<file path="config.mk">
export PLATFORM = sky130hd
export DESIGN_NAME = antenna_select_switch
export DESIGN_NICKNAME = d
export VERILOG_FILES = /design/src/common/antenna_pkg.sv /design/src/rtl/switch_table_lookup.sv /design/src/rtl/antenna_select_switch.sv
export SDC_FILE = /design/constraint.sdc
export NUM_CORES = 1
export LEC_CHECK = 0
export BUFFER_PORTS_ARGS = -buffer_cell sky130_fd_sc_hd__buf_2
export CAP_MARGIN = 10
export CORE_MARGIN = 5
export CORE_UTILIZATION = 45
export CTS_CLUSTER_SIZE = 24
export DETAILED_ROUTE_END_ITERATION = 8
export HOLD_SLACK_MARGIN = 0.06
export PLACE_DENSITY = 0.74
export SYNTH_ARGS = -nofsm -noshare
export SYNTH_HDL_FRONTEND = slang
export SYNTH_HIERARCHICAL = 1
export SYNTH_SLANG_ARGS = --single-unit
</file>
<file path="constraint.sdc">
create_clock -name core_clk -period 6.6 [get_ports core_clk]
set_input_delay 0.66 -clock core_clk [delete_from_list [all_inputs] [get_ports core_clk]]
set_output_delay 0.66 -clock core_clk [all_outputs]
set_load 0.05 [all_outputs]
</file>
<file path="src/common/antenna_pkg.sv">
// Package: register map, field layouts and types for the antenna select and switch block
`default_nettype none
package antenna_pkg;
    localparam logic [15:0] idle_control_offset  = 16'h9910;
    localparam logic [15:0] table_one_offset     = 16'h9960;
    localparam logic [15:0] table_two_offset     = 16'h9964;
    localparam int          idle_entry_lsb       = 4;
    localparam int          entry_width          = 6;
    localparam int          slot_tx              = 0;
    localparam int          slot_rx_plain        = 1;
    localparam int          slot_rx_first        = 2;
    localparam int          slot_rx_second       = 3;
    localparam int          slot_rx_both         = 4;
    localparam logic [31:0] idle_control_reset   = 32'h0000_0000;
    localparam logic [31:0] table_reset          = 32'h0000_0000;
    localparam logic [3:0]  default_antenna_reset = 4'h1;
    localparam logic [3:0]  antenna_one          = 4'h1;
    localparam logic [3:0]  antenna_two          = 4'h2;
    localparam logic [3:0]  omni_antenna         = 4'h1;

    typedef enum logic [3:0] {
        st_listen = 4'b0001,
        st_tx     = 4'b0010,
        st_wait   = 4'b0100,
        st_rx     = 4'b1000
    } seq_state_type;

    typedef struct packed {
        logic       use_default_antenna;
        logic       update_default_antenna;
        logic       rts_on_default;
        logic       band_2g;
        logic       fast_diversity_enable;
    } mode_bits_type;

    typedef struct packed {
        logic       tx_start;
        logic       tx_is_rts;
        logic       tx_directed;
        logic       tx_is_ack;
        logic       tx_done;
        logic       tx_failed;
        logic [3:0] descriptor_antenna_field;
        logic [3:0] last_tx_antenna_in;
        logic       rx_start;
        logic       rx_done;
        logic       response_done;
        logic       expect_cts;
    } mac_event_type;

    typedef struct packed {
        logic       wr;
        logic       rd;
        logic [15:0] addr;
        logic [31:0] wdata;
    } reg_req_type;

    typedef struct packed {
        logic second_attenuator_out;
        logic first_attenuator_out;
        logic antenna_select_d;
        logic antenna_select_c;
        logic antenna_select_b;
        logic antenna_select_a;
    } switch_pins_type;
endpackage : antenna_pkg
`default_nettype wire

</file>
<file path="src/rtl/switch_table_lookup.sv">
// Switch table entry selection from chip state, antenna and attenuation controls
`default_nettype none
module switch_table_lookup
    import antenna_pkg::*;
(
    input  wire logic [31:0] idle_word,       // Idle control register
    input  wire logic [31:0] table_one,       // Antenna one table
    input  wire logic [31:0] table_two,       // Antenna two table
    input  wire logic        is_idle,         // Chip idle
    input  wire logic        is_tx,           // Chip transmitting
    input  wire logic        ant_two,         // Antenna two selected
    input  wire logic        atten_first,     // First stage attenuation
    input  wire logic        atten_second,    // Second stage attenuation
    output logic      [5:0]  entry            // Selected six bit entry
);
    logic [31:0] word;
    int          slot;

    always_comb begin
        word = ant_two ? table_two : table_one;
        if (is_tx) begin
            slot = slot_tx;
        end else if (atten_first && atten_second) begin
            slot = slot_rx_both;
        end else if (atten_second) begin
            slot = slot_rx_second;
        end else if (atten_first) begin
            slot = slot_rx_first;
        end else begin
            slot = slot_rx_plain;
        end
        if (is_idle) begin
            entry = idle_word[idle_entry_lsb +: entry_width];
        end else begin
            entry = word[slot*entry_width +: entry_width];
        end
    end
endmodule : switch_table_lookup
`default_nettype wire

</file>
<file path="src/rtl/antenna_select_switch.sv">
// Antenna selection and antenna switch pin driver
//
// Overview of operation
// - Listen and send ACK on default antenna
// - Hold transmit antenna while awaiting ACK
// - Receive CTS on following data antenna
// - Four-bit default antenna picks rx/tx antenna
// - Zero descriptor: key cache or default LSB
// - Update bit rewrites default after each non-ACK transmit
// - RTS on default when bit set
// - Omni AP: key-cache antenna, toggle every second failure
// - Omni STA records last antenna in default
// - Sectored AP: descriptor selects, omni listens
// - Eleven six-bit entries indexed by state
// - 2.4 GHz baseband may override antenna after detection
// - Entry bits map to six output pins
// - Idle and per-antenna table register layout
// - 5 GHz never enables second attenuation
// - 2.4 GHz enables stages as strength rises
// - Reset gives listen state, zero pins, default antenna one
`default_nettype none
module antenna_select_switch
    import antenna_pkg::*;
(
    input  wire logic           core_clk,             // Core clock
    input  wire logic           rstn,                 // Async reset, active low
    input  wire reg_req_type    reg_req,              // Register access request
    output logic      [31:0]    reg_rdata,            // Register read data
    input  wire logic [3:0]     default_antenna_field, // Software write value of default
    input  wire logic           default_antenna_wr,   // Software write strobe of default
    input  wire mode_bits_type  mode_bits,            // Station config word bits
    input  wire mac_event_type  mac_event,            // Frame sequence events
    input  wire logic           chip_active,          // Transceiver out of idle
    input  wire logic           rssi_above_first,     // Strength past first threshold
    input  wire logic           rssi_above_second,    // Strength past second threshold
    input  wire logic           packet_detected,      // Baseband packet detection
    input  wire logic [3:0]     diversity_antenna,    // Baseband preferred antenna
    output logic      [3:0]     default_antenna_register, // Current default antenna
    output logic      [3:0]     last_tx_antenna_out,  // Antenna to store in key cache
    output logic                last_tx_antenna_wr,   // Key cache store strobe
    output logic      [3:0]     selected_antenna,     // Antenna chosen by the MAC
    output switch_pins_type     switch_pins           // Six antenna and attenuator pins
);
    typedef struct packed {
        seq_state_type   state;
        logic [31:0]     idle_control;
        logic [31:0]     table_one;
        logic [31:0]     table_two;
        logic [31:0]     rdata;
        logic [3:0]      default_antenna;
        logic [3:0]      locked_antenna;
        logic [3:0]      selected;
        logic [3:0]      key_antenna;
        logic            key_wr;
        logic            fail_parity;
        logic            override_active;
        logic [3:0]      override_antenna;
        switch_pins_type pins;
    } state_type;

    state_type cur_reg;
    state_type cur_next;
    logic      rst_meta_reg;
    logic      rst_sync_reg;
    logic [5:0] entry;

    function automatic logic [3:0] toggle_antenna(input logic [3:0] ant);
        toggle_antenna = (ant == antenna_two) ? antenna_one : antenna_two;
    endfunction : toggle_antenna

    // Transmit antenna for a data frame
    function automatic logic [3:0] data_antenna(input mac_event_type ev,
                                                input mode_bits_type mb,
                                                input logic [3:0] def_ant);
        if (ev.descriptor_antenna_field != 4'h0) begin
            data_antenna = ev.descriptor_antenna_field;
        end else if (mb.use_default_antenna) begin
            data_antenna = {3'h0, def_ant[0]} == 4'h0 ? antenna_two : antenna_one;
        end else begin
            data_antenna = ev.last_tx_antenna_in;
        end
    endfunction : data_antenna

    always_ff @(posedge core_clk or negedge rstn) begin
        if (!rstn) begin
            rst_meta_reg <= 1'b0;
            rst_sync_reg <= 1'b0;
        end else begin
            rst_meta_reg <= 1'b1;
            rst_sync_reg <= rst_meta_reg;
        end
    end

    switch_table_lookup lookup (
        .idle_word    (cur_reg.idle_control),
        .table_one    (cur_reg.table_one),
        .table_two    (cur_reg.table_two),
        .is_idle      (!chip_active),
        .is_tx        (cur_reg.state == st_tx),
        .ant_two      (cur_reg.selected == antenna_two),
        .atten_first  (rssi_above_first),
        .atten_second (mode_bits.band_2g && rssi_above_second),
        .entry        (entry)
    );

    always_comb begin
        logic [3:0] tx_ant;
        tx_ant = 4'h0;
        cur_next = cur_reg;
        cur_next.key_wr = 1'b0;

        // Register port
        if (reg_req.wr) begin
            if (reg_req.addr == idle_control_offset) begin
                cur_next.idle_control = reg_req.wdata;
            end else if (reg_req.addr == table_one_offset) begin
                cur_next.table_one = reg_req.wdata;
            end else if (reg_req.addr == table_two_offset) begin
                cur_next.table_two = reg_req.wdata;
            end
        end
        if (reg_req.rd) begin
            if (reg_req.addr == idle_control_offset) begin
                cur_next.rdata = cur_reg.idle_control;
            end else if (reg_req.addr == table_one_offset) begin
                cur_next.rdata = cur_reg.table_one;
            end else if (reg_req.addr == table_two_offset) begin
                cur_next.rdata = cur_reg.table_two;
            end else begin
                cur_next.rdata = 32'h0000_0000;
            end
        end
        if (default_antenna_wr) begin
            cur_next.default_antenna = default_antenna_field;
        end

        case (cur_reg.state)
            st_listen: begin
                cur_next.selected = cur_reg.default_antenna;
                if (mac_event.tx_start) begin
                    if (mac_event.tx_is_ack) begin
                        tx_ant = cur_reg.default_antenna;
                    end else if (mac_event.tx_is_rts && mode_bits.rts_on_default) begin
                        tx_ant = cur_reg.default_antenna;
                    end else begin
                        tx_ant = data_antenna(mac_event, mode_bits, cur_reg.default_antenna);
                    end
                    cur_next.selected = tx_ant;
                    cur_next.locked_antenna = mac_event.tx_is_rts ?
                        data_antenna(mac_event, mode_bits, cur_reg.default_antenna) : tx_ant;
                    cur_next.state = st_tx;
                end else if (mac_event.rx_start) begin
                    cur_next.state = st_rx;
                end
            end
            st_tx: begin
                if (mac_event.tx_done) begin
                    if (!mac_event.tx_is_ack && mode_bits.update_default_antenna) begin
                        cur_next.default_antenna = cur_reg.selected;
                    end
                    if (!mac_event.tx_is_ack && !mode_bits.use_default_antenna &&
                        mac_event.descriptor_antenna_field == 4'h0) begin
                        cur_next.key_antenna = cur_reg.selected;
                        if (mac_event.tx_failed) begin
                            cur_next.fail_parity = !cur_reg.fail_parity;
                            if (cur_reg.fail_parity) begin
                                cur_next.key_antenna = toggle_antenna(cur_reg.selected);
                            end
                        end
                        cur_next.key_wr = 1'b1;
                    end
                    if (mac_event.tx_directed || mac_event.expect_cts) begin
                        cur_next.selected = cur_reg.locked_antenna;
                        cur_next.state = st_wait;
                    end else begin
                        cur_next.state = st_listen;
                    end
                end
            end
            st_wait: begin
                cur_next.selected = cur_reg.locked_antenna;
                if (mac_event.response_done) begin
                    cur_next.state = st_listen;
                end
            end
            st_rx: begin
                if (mode_bits.fast_diversity_enable && !mode_bits.band_2g) begin
                    cur_next.override_active = 1'b0;
                end else if (mode_bits.fast_diversity_enable && packet_detected) begin
                    cur_next.override_active = 1'b1;
                    cur_next.override_antenna = diversity_antenna;
                end
                cur_next.selected = cur_next.override_active ?
                    cur_next.override_antenna : cur_reg.default_antenna;
                if (mac_event.rx_done) begin
                    cur_next.override_active = 1'b0;
                    cur_next.state = st_listen;
                end
            end
            default: begin
                cur_next.state = st_listen;
            end
        endcase

        cur_next.pins = switch_pins_type'(entry);
    end

    always_ff @(posedge core_clk or negedge rst_sync_reg) begin
        if (!rst_sync_reg) begin
            cur_reg.state            <= st_listen;
            cur_reg.idle_control     <= idle_control_reset;
            cur_reg.table_one        <= table_reset;
            cur_reg.table_two        <= table_reset;
            cur_reg.rdata            <= 32'h0000_0000;
            cur_reg.default_antenna  <= default_antenna_reset;
            cur_reg.locked_antenna   <= omni_antenna;
            cur_reg.selected         <= omni_antenna;
            cur_reg.key_antenna      <= 4'h0;
            cur_reg.key_wr           <= 1'b0;
            cur_reg.fail_parity      <= 1'b0;
            cur_reg.override_active  <= 1'b0;
            cur_reg.override_antenna <= 4'h0;
            cur_reg.pins             <= '0;
        end else begin
            cur_reg <= cur_next;
        end
    end

    assign reg_rdata                = cur_reg.rdata;
    assign default_antenna_register = cur_reg.default_antenna;
    assign last_tx_antenna_out      = cur_reg.key_antenna;
    assign last_tx_antenna_wr       = cur_reg.key_wr;
    assign selected_antenna         = cur_reg.selected;
    assign switch_pins              = cur_reg.pins;
endmodule : antenna_select_switch
`default_nettype wire

</file>
==> results of run 1 <==
-- worst paths after layout --
path / startpoint / endpoint / slack, ns / cells past startpoint
max: cur_reg[159]$_DFFE_PN0P_ / switch_pins[1]$_DFF_PN0_ / 3.05 / 11
min: rst_meta_reg$_DFF_PN0_ / rst_sync_reg$_DFF_PN0_ / 0.36 / 0
max reg2reg: cur_reg[159]$_DFFE_PN0P_ / switch_pins[1]$_DFF_PN0_ / 3.05 / 11
min reg2reg: rst_meta_reg$_DFF_PN0_ / rst_sync_reg$_DFF_PN0_ / 0.36 / 0
max in group asynchronous: rst_sync_reg$_DFF_PN0_ / cur_reg[133]$_DFFE_PN0P_ / 4.36 / 2
min in group asynchronous: rst_sync_reg$_DFF_PN0_ / reg_rdata[27]$_DFFE_PN0P_ / 0.47 / 0
-- layer usage --
layer | vias up | part of all wire
li1 | 3048 | -
met1 | 3303 | 0.43
met2 | 234 | 0.48
met3 | 30 | 0.070
met4 | 2 | 0.018
met5 | - | 0.00059
-- through the flow --
stage	worst slack, ns	hold slack, ns
final	3.05	0.360
after detailed placement	3.15	0.343
after global placement	3.20	0.334
after global routing	2.78	0.371
after CTS	3.08	0.362
after floorplan	1.73	0.331
-- worst max-delay path: stages (launching register included) --
cell and delay, ns:
dfrtp_1 0.47, nand2b_1 0.21, or3_1 0.39, inv_1 0.39, nor2_1 0.14, ha_1 0.32
ha_1 0.21, a211o_1 0.29, nor2_1 0.37, o221ai_1 0.23, or3_1 0.35, o211ai_1 0.10
-- placed cells by master (no fill, tap or decap), drive strengths merged, types with 20 or more instances in the layout --
| master | instances |
|---|---|
| dfrtp | 159 |
| mux2 | 106 |
| buf | 147 |
| nand2 | 37 |
| a211o | 34 |
| nor2b | 36 |
| a21oi | 56 |
| nand3 | 73 |
| mux4 | 25 |
| clkbuf | 20 |
| o21ai | 23 |
| nor2 | 23 |
-- cells by family after synthesis --
logic type / count (synthesis)
AND/OR/NAND/NOR: 221
AO/OA/AOI/OAI: 158
multiplexers: 142
other: 1
buffers and inverters: 117
flip-flops: 163
adder cells (fa/ha/maj): 5
XOR/XNOR: 1
-- report_power, final --
group / internal (mW) / leakage [nW] / switching (mW)
Combinational: 0.205 / 2.48 / 0.357
Clock: 0.617 / 0.298 / 0.414
Sequential: 1.07 / 2.22 / 0.0757
-- final cells by class --
| cell class | instances | area share |
|---|---|---|
| multi-input combinational | 528 | 0.421 |
| clock inverter | 11 | 0.0152 |
| timing repair buffer | 148 | 0.0760 |
| sequential | 163 | 0.404 |
| inverter | 14 | 0.00520 |
| clock buffer | 20 | 0.0452 |
| tap | 270 | 0.0334 |
-- what timing repair did --
item	4_1_cts	5_1_grt
endpoints found under the setup margin	0	0
hold buffers	1	0
setup buffers	0	0
hold endpoints to repair	2	0
==> qor.txt, run 1 <==
status: finished, final reports clean
cell with the most instances after synthesis: dfrtp_1
area occupied by multi-input gates: 4250 um^2
placed cell areas: 9490 um^2
FILL cells: 1795
drc violations: 0
dpl hpwl: 15.5 mm
part of the Yosys area used for sequential elements: 0.449
Most Crowded Layer GR: met2
HP Class: flip-flop to flip-flop
Initial Util: 0.453
largest fanout on the critical path: 12
area fraction of the dominant cell type after synthesis: 0.437
leakage: 4.99 nW
Synth area leader: dfrtp_1
Fin Setup TNS: 0 ns
max FFs per register: 110
fmax: 0.282 GHz
die height: 152 um
clock slew at reported path FFs: 0.06 ns
first-pass GRT wire length: 36.2 mm
synth warn: 6
Worst EP required: 6.95 ns
Pwr Total: 2.74 mW
Num CTS Buffers: 17
Crit Path Class: flip-flop to flip-flop
RSZ-0062 raised after global routing: false
CP Launch Type: flip-flop
largest family of logic cells by synthesized area: multiplexers
Worst-Skew Late Latency: 0.43 ns
fin crit share: 0.538
largest vdd supply drop: 0.206 mV
Seq cells post-synth: 163
clk root buf: clkbuf_16
GRT met3 Usage: 0.0520
TritonCTS Sinks: 163
final non-filler cell total: 1154
gpl congestion: 0.881
met2 Resource Use GR: 0.303
diodes inserted: 0
Critical Path Sink Type: flip-flop
Period minus WS final: 3.55 ns
Arrival @ worst endpoint: 3.90 ns
row count: 52
DRT antenna net count: 0
post-synthesis xor/xnor area fraction: 0.000962
Unique masters post-synth: 70
Power Density: 271 nW/um^2
Post-synth EDFFs: 0
Synth async-reset ratio: 1.00
CTS tree: done
Port Buffers: 138
ys flop type: dfrtp_1
max_cap viols: 0
Iter 0 DRT Violations: 383
vias in the first global route: 6694
global route total overflow: 0
post-synthesis mux area share: 0.206
design area: 10100 um^2
Cells after Synth: 808
top post-synthesis cells by area: dfrtp_1, mux2_2, mux4_2, buf_4, nand3_1
Slew Limit Fails: 0
H-tree level count: 4
Die ar.: 23200 um^2
GRT Util Overall: 0.191
simple logic cell fraction of the synthesized area: 0.135
total wire length after detailed routing: 22.1 mm
fraction of layout cells with a size suffix above 1: 0.353
Area growth syn-to-layout: 11.0%
Rel. slew slack: 0.306
final setup violation count: 0
Die Width: 152 um
Core ar.: 20100 um^2
First-pass DRT Iterations: 5
commonest cells in the netlist: dfrtp_1, mux2_2, nand3_1
Final nets: 965
met1 GRT Util: 0.258
Slew @ Worst Pin: 1.04 ns
CTS max path bufs: 2
Mapped Area: 9100 um^2
routed len/inst: 19.2 um
cts repair resizes: 0
syn nets: 901
final hold vios: 0
fin util: 0.503
Compound-Gate Fraction of Synth Area: 0.118
Synth Area in Adders: 0.00687
number of I/O pins: 139
routed vias: 6617
Mean Syn Cell Area: 11.3 um^2
vias per cell: 5.73
clock skew: 0.00713 ns
largest net degree at the start of global routing: 71
initial antenna violation count: 1
# placed instances: 1122
Reg area: 4090 um^2
No activity file was read; power rests on OpenSTA's default activity.
==> run 2, diff against run 1 <==
- clock period: 6.6 -> 3.4 ns (I/O delays scaled with it)
==> run 2 against run 1 <==
Against the previous run: global-route usage up 0.31 points; count of clock-buffer cells in the layout up 2; setup slack worse by 2.7 ns; clock power up 89%; combinational power up 100%; critical path type unchanged.
==> qor.txt, run 2 (same netlist as run 1, synthesis figures left out) <==
status: finished, final reports clean
Power Density: 519 nW/um^2
first-pass GRT wire length: 36.7 mm
total wire length after detailed routing: 22.1 mm
die height: 152 um
fmax: 0.324 GHz
most frequent cells in the layout: dfrtp_1, buf_2, mux2_2
GRT Util Overall: 0.194
vias per cell: 5.65
Num CTS Buffers: 17
leakage: 5.04 nW
# placed instances: 1132
clock skew: 0.00881 ns
crit-path cells: nand2b_1 -> or3_1 -> inv_1 -> nor2_1 -> ha_1 -> ha_1 -> a211o_1 -> nor2_1 -> o221ai_1 -> or3_1 -> o211ai_1
final non-filler cell total: 1165
RSZ-0062 raised after global routing: false
First-pass DRT Iterations: 5
cts repair resizes: 0
CTS tree: done
area occupied by multi-input gates: 4250 um^2
global route total overflow: 0
Area growth syn-to-layout: 12.0%
Final nets: 975
Arrival @ worst endpoint: 3.42 ns
final hold vios: 0
Rel. slew slack: 0.472
fin worst setup slack: 0.313 ns
placed cell areas: 9600 um^2
CP Launch Type: flip-flop
routed len/inst: 18.9 um
FILL cells: 1781
Iter 0 DRT Violations: 462
routed vias: 6585
Worst EP required: 3.74 ns
Period minus WS final: 3.09 ns
Die ar.: 23200 um^2
r2r setup slk: 0.31 ns
Die Width: 152 um
max_cap viols: 0
clock slew at reported path FFs: 0.06 ns
Core ar.: 20100 um^2
Worst path slowest cell: dfrtp_1
Pwr Total: 5.30 mW
fin crit share: 0.908
vias in the first global route: 6721
Worst-Skew Late Latency: 0.42 ns
Initial Util: 0.453
Crit Path Class: flip-flop to flip-flop
clk root buf: clkbuf_16
worst hold slack: 0.163 ns
initial antenna violation count: 1
Critical Path Sink Type: flip-flop
drc violations: 0
largest fanout on the critical path: 9
TritonCTS Sinks: 163
dpl hpwl: 15.6 mm
Port Buffers: 138
Slew Limit Fails: 0
Top delay family on crit path: simple AND/OR/NAND/NOR gates
row count: 52
final setup violation count: 0
diodes inserted: 0
HP Class: primary input to flip-flop
fin util: 0.507
post-place setup slack: 0.361 ns
Crit path largest cell delay: 0.46 ns
H-tree level count: 4
Reg-to-Reg End: switch_pins[1]$_DFF_PN0_
DRT antenna net count: 0
Worst Setup EP: switch_pins[1]$_DFF_PN0_
RR Startpoint: cur_reg[159]$_DFFE_PN0P_
leading cell type in the layout, fill and taps excluded: dfrtp_1
Slew @ Worst Pin: 0.791 ns
Fin Setup TNS: 0 ns
CTS max path bufs: 2
gpl congestion: 0.904
Reg area: 4090 um^2
number of I/O pins: 139
Worst Path Buf+Inv: 1
design area: 10200 um^2
crit path from: cur_reg[159]$_DFFE_PN0P_
fraction of layout cells with a size suffix above 1: 0.358
max FFs per register: 110
largest net degree at the start of global routing: 65
largest vdd supply drop: 0.336 mV
worst reg2reg path depth: 11
Crit. path cell count: 11
==> run 2: cell count changes in the layout (fill, tap and decap cells not counted), moves of 2 or more <==
cell	change
buf_12	+3
buf_4	+7
clkbuf_1	+3
clkinv_2	+2
clkinv_4	-4
==> run 2: timing repair <==
action	4_1_cts	5_1_grt
setup buffers	0	0
setup endpoints to repair	0	0
hold buffers	1	0
endpoints found under the hold margin	2	0
==> run 2: how the worst min path moves through the flow <==
stage,start,to,slack (ns),cells after the start
2_1_floorplan,rstn,rst_meta_reg$_DFF_PN0_,0.04,0
3_3_place_gp,rstn,rst_meta_reg$_DFF_PN0_,0.13,1
3_5_place_dp,rstn,rst_meta_reg$_DFF_PN0_,0.13,1
4_1_cts,mac_event[2],cur_reg[10]$_DFFE_PN0P_,0.15,2
5_1_grt,diversity_antenna[1],cur_reg[7]$_DFFE_PN0P_,0.15,2
6_report,diversity_antenna[1],cur_reg[7]$_DFFE_PN0P_,0.16,2
==> run 2: area by class of cell <==
type                       instances  area share
clock inverter                    10      0.0131
timing repair buffer             158      0.0864
multi-input combinational        528       0.417
tap                              270      0.0331
inverter                          14     0.00515
sequential                       163       0.401
clock buffer                      22      0.0445
==> run 2: report_power, final <==
| group | total, mW | leakage (nW) | internal [mW] | switching [mW] |
|---|---|---|---|---|
| registers | 2.22 | 2.22 | 2.07 | 0.143 |
| logic | 1.13 | 2.54 | 0.434 | 0.698 |
| clock network | 1.95 | 0.284 | 1.17 | 0.776 |
| total | 5.30 | 5.04 | 3.68 | 1.62 |
==> run 2: per-layer routing <==
| metal | GRT usage | part of all wire | vias up |
|---|---|---|---|
| met3 | 0.0497 | 0.067 | 20 |
| met1 | 0.266 | 0.44 | 3279 |
| met2 | 0.313 | 0.48 | 200 |
| met5 | 0 | 0.00032 | - |
| li1 | - | - | 3084 |
| met4 | 0.0445 | 0.011 | 2 |
==> run 3, diff against run 2 <==
--- a/config.mk
+++ b/config.mk
@@ -9,4 +9,6 @@
 export CAP_MARGIN = 10
+export CELL_PAD_IN_SITES_DETAIL_PLACEMENT = 1
+export CELL_PAD_IN_SITES_GLOBAL_PLACEMENT = 2
 export CORE_MARGIN = 5
-export CORE_UTILIZATION = 45
+export CORE_UTILIZATION = 38
 export CTS_CLUSTER_SIZE = 24
@@ -14,3 +16,3 @@
 export HOLD_SLACK_MARGIN = 0.06
-export PLACE_DENSITY = 0.74
+export PLACE_DENSITY = 0.89
 export SYNTH_ARGS = -nofsm -noshare
--- a/constraint.sdc
+++ b/constraint.sdc
@@ -3,2 +3,2 @@
 set_output_delay 0.34 -clock core_clk [all_outputs]
-set_load 0.05 [all_outputs]
+set_load 0.02 [all_outputs]
==> run 3 against run 2 <==
Against the previous run: clock skew about the same; via count increased by 3.3%; clock power decreased by 5%; final area increased by 0.36%; critical path depth decreased by 1; first-iteration DRC count decreased by 12%; die area increased by 17%; register-to-register slack improved by 0.097 ns; critical endpoint unchanged; sequential share of layout area decreased by 0.14 points; cell count increased by 4.3%; worst hold slack got worse by 0.029 ns; combinational power decreased by 6%.
==> qor.txt, run 3 (same netlist as run 1, synthesis figures left out) <==
leakage: 5.03 nW
final setup violation count: 0
Most Crowded Layer GR: met2
Slew @ Worst Pin: 0.897 ns
Core ar.: 23500 um^2
fraction of layout cells with a size suffix above 1: 0.364
max FFs per register: 110
Net Sw Frac: 0.310
Rel. slew slack: 0.402
r2r setup slk: 0.41 ns
Die Width: 165 um
first-pass GRT wire length: 40.8 mm
routed len/inst: 21.0 um
placed cell areas: 9660 um^2
TritonCTS Sinks: 163
number of I/O pins: 139
status: finished, final reports clean
register share of total power: 0.431
Worst Path Buf+Inv: 1
Slew Limit Fails: 0
Die ar.: 27200 um^2
RSZ-0062 raised after global routing: false
Crit path largest cell delay: 0.61 ns
Initial Util: 0.387
Final nets: 976
DRT antenna net count: 0
most frequent cells in the layout: dfrtp_1, buf_2, mux2_2
GRT met3 Usage: 0.0357
CTS max path bufs: 2
CP Launch Type: flip-flop
largest net degree at the start of global routing: 65
clk root buf: clkbuf_16
Iter 0 DRT Violations: 405
clock skew: 0.00841 ns
Internal: 3.54 mW
vias per cell: 5.60
largest fanout on the critical path: 25
crit-path cells: nand2b_1 -> or3_1 -> inv_1 -> nor2_1 -> ha_1 -> ha_2 -> nand2_1 -> o221ai_1 -> or3_1 -> o211ai_1
Port Buffers: 138
CTS tree: done
FILL cells: 2620
die height: 165 um
routed vias: 6802
Worst-Skew Late Latency: 0.43 ns
Pwr Total: 5.13 mW
Num CTS Buffers: 17
drc violations: 0
largest vdd supply drop: 0.347 mV
First-pass DRT Iterations: 5
Crit Path Class: flip-flop to flip-flop
clock share of power: 0.363
max_cap viols: 0
H-tree level count: 4
gpl congestion: 0.850
Worst path slowest cell: ha_2
Worst EP required: 3.70 ns
leading cell type in the layout, fill and taps excluded: dfrtp_1
final hold vios: 0
Period minus WS final: 2.99 ns
Fin Setup TNS: 0 ns
Top delay family on crit path: simple AND/OR/NAND/NOR gates
HP Class: primary input to flip-flop
met2 Resource Use GR: 0.326
most used cell, CP: or3_1
Arrival @ worst endpoint: 3.29 ns
fin util: 0.435
Reg area: 4090 um^2
GRT Util Overall: 0.192
Power Density: 501 nW/um^2
global route total overflow: 0
switching power: 1.59 mW
met1 GRT Util: 0.254
fin crit share: 0.879
fmax: 0.334 GHz
Area growth syn-to-layout: 12.4%
design area: 10200 um^2
area occupied by multi-input gates: 4250 um^2
clock slew at reported path FFs: 0.06 ns
total wire length after detailed routing: 25.5 mm
vias in the first global route: 7369
logic gate share of total power: 0.206
dpl hpwl: 18.0 mm
row count: 56
diodes inserted: 0
Critical Path Sink Type: flip-flop
initial antenna violation count: 0
-- run 3: worst paths after layout --
check,start,to,cells past startpoint
worst max-delay path,cur_reg[158]$_DFFE_PN0P_,switch_pins[1]$_DFF_PN0_,10
worst min-delay path,mac_event[2],cur_reg[160]$_DFFE_PN0P_,2
worst max register to register,cur_reg[158]$_DFFE_PN0P_,switch_pins[1]$_DFF_PN0_,10
worst min register to register,rst_meta_reg$_DFF_PN0_,rst_sync_reg$_DFF_PN0_,0
max in group asynchronous,rst_sync_reg$_DFF_PN0_,cur_reg[64]$_DFFE_PN0P_,1
min in group asynchronous,rstn,rst_sync_reg$_DFF_PN0_,2
-- run 3: cell type report --
class / count / share of cell area
Sequential cell: 163 / 0.399
Clock inverter: 14 / 0.0123
Inverter: 14 / 0.00513
Tap cell: 319 / 0.0390
Clock buffer: 18 / 0.0429
Multi-Input combinational cell: 528 / 0.416
Timing Repair Buffer: 159 / 0.0856
-- run 3: routing by layer --
metal,up-vias,wire length [um]
met5,-,0
met1,3524,10900
met3,28,1110
met2,162,13000
li1,3088,-
met4,0,409
-- run 3: power by group through the flow --
stage	registers, mW	logic (mW)	clock network (mW)
floorplan	2.20	0.824	0
CTS	2.21	1.06	1.91
finish	2.21	1.06	1.86
global route	2.23	1.15	2.01
detailed placement	2.24	1.05	0
global placement	2.24	1.02	0
-- run 3: metrics by stage --
step                      instances  hold WS [ns]  worst slack (ns)
final                          1215         0.133             0.410
after global routing           1215         0.130             0.206
after CTS                      1215         0.114             0.236
after detailed placement       1182         0.131             0.235
after global placement         1182         0.127             0.394
after floorplan                 808        0.0444             0.477
-- run 3: what timing repair did --
action,in CTS,in global routing
hold endpoints to repair,2,0
hold buffers,1,0
setup buffers,0,0
endpoints found under the setup margin,0,2
gates resized for setup,0,1
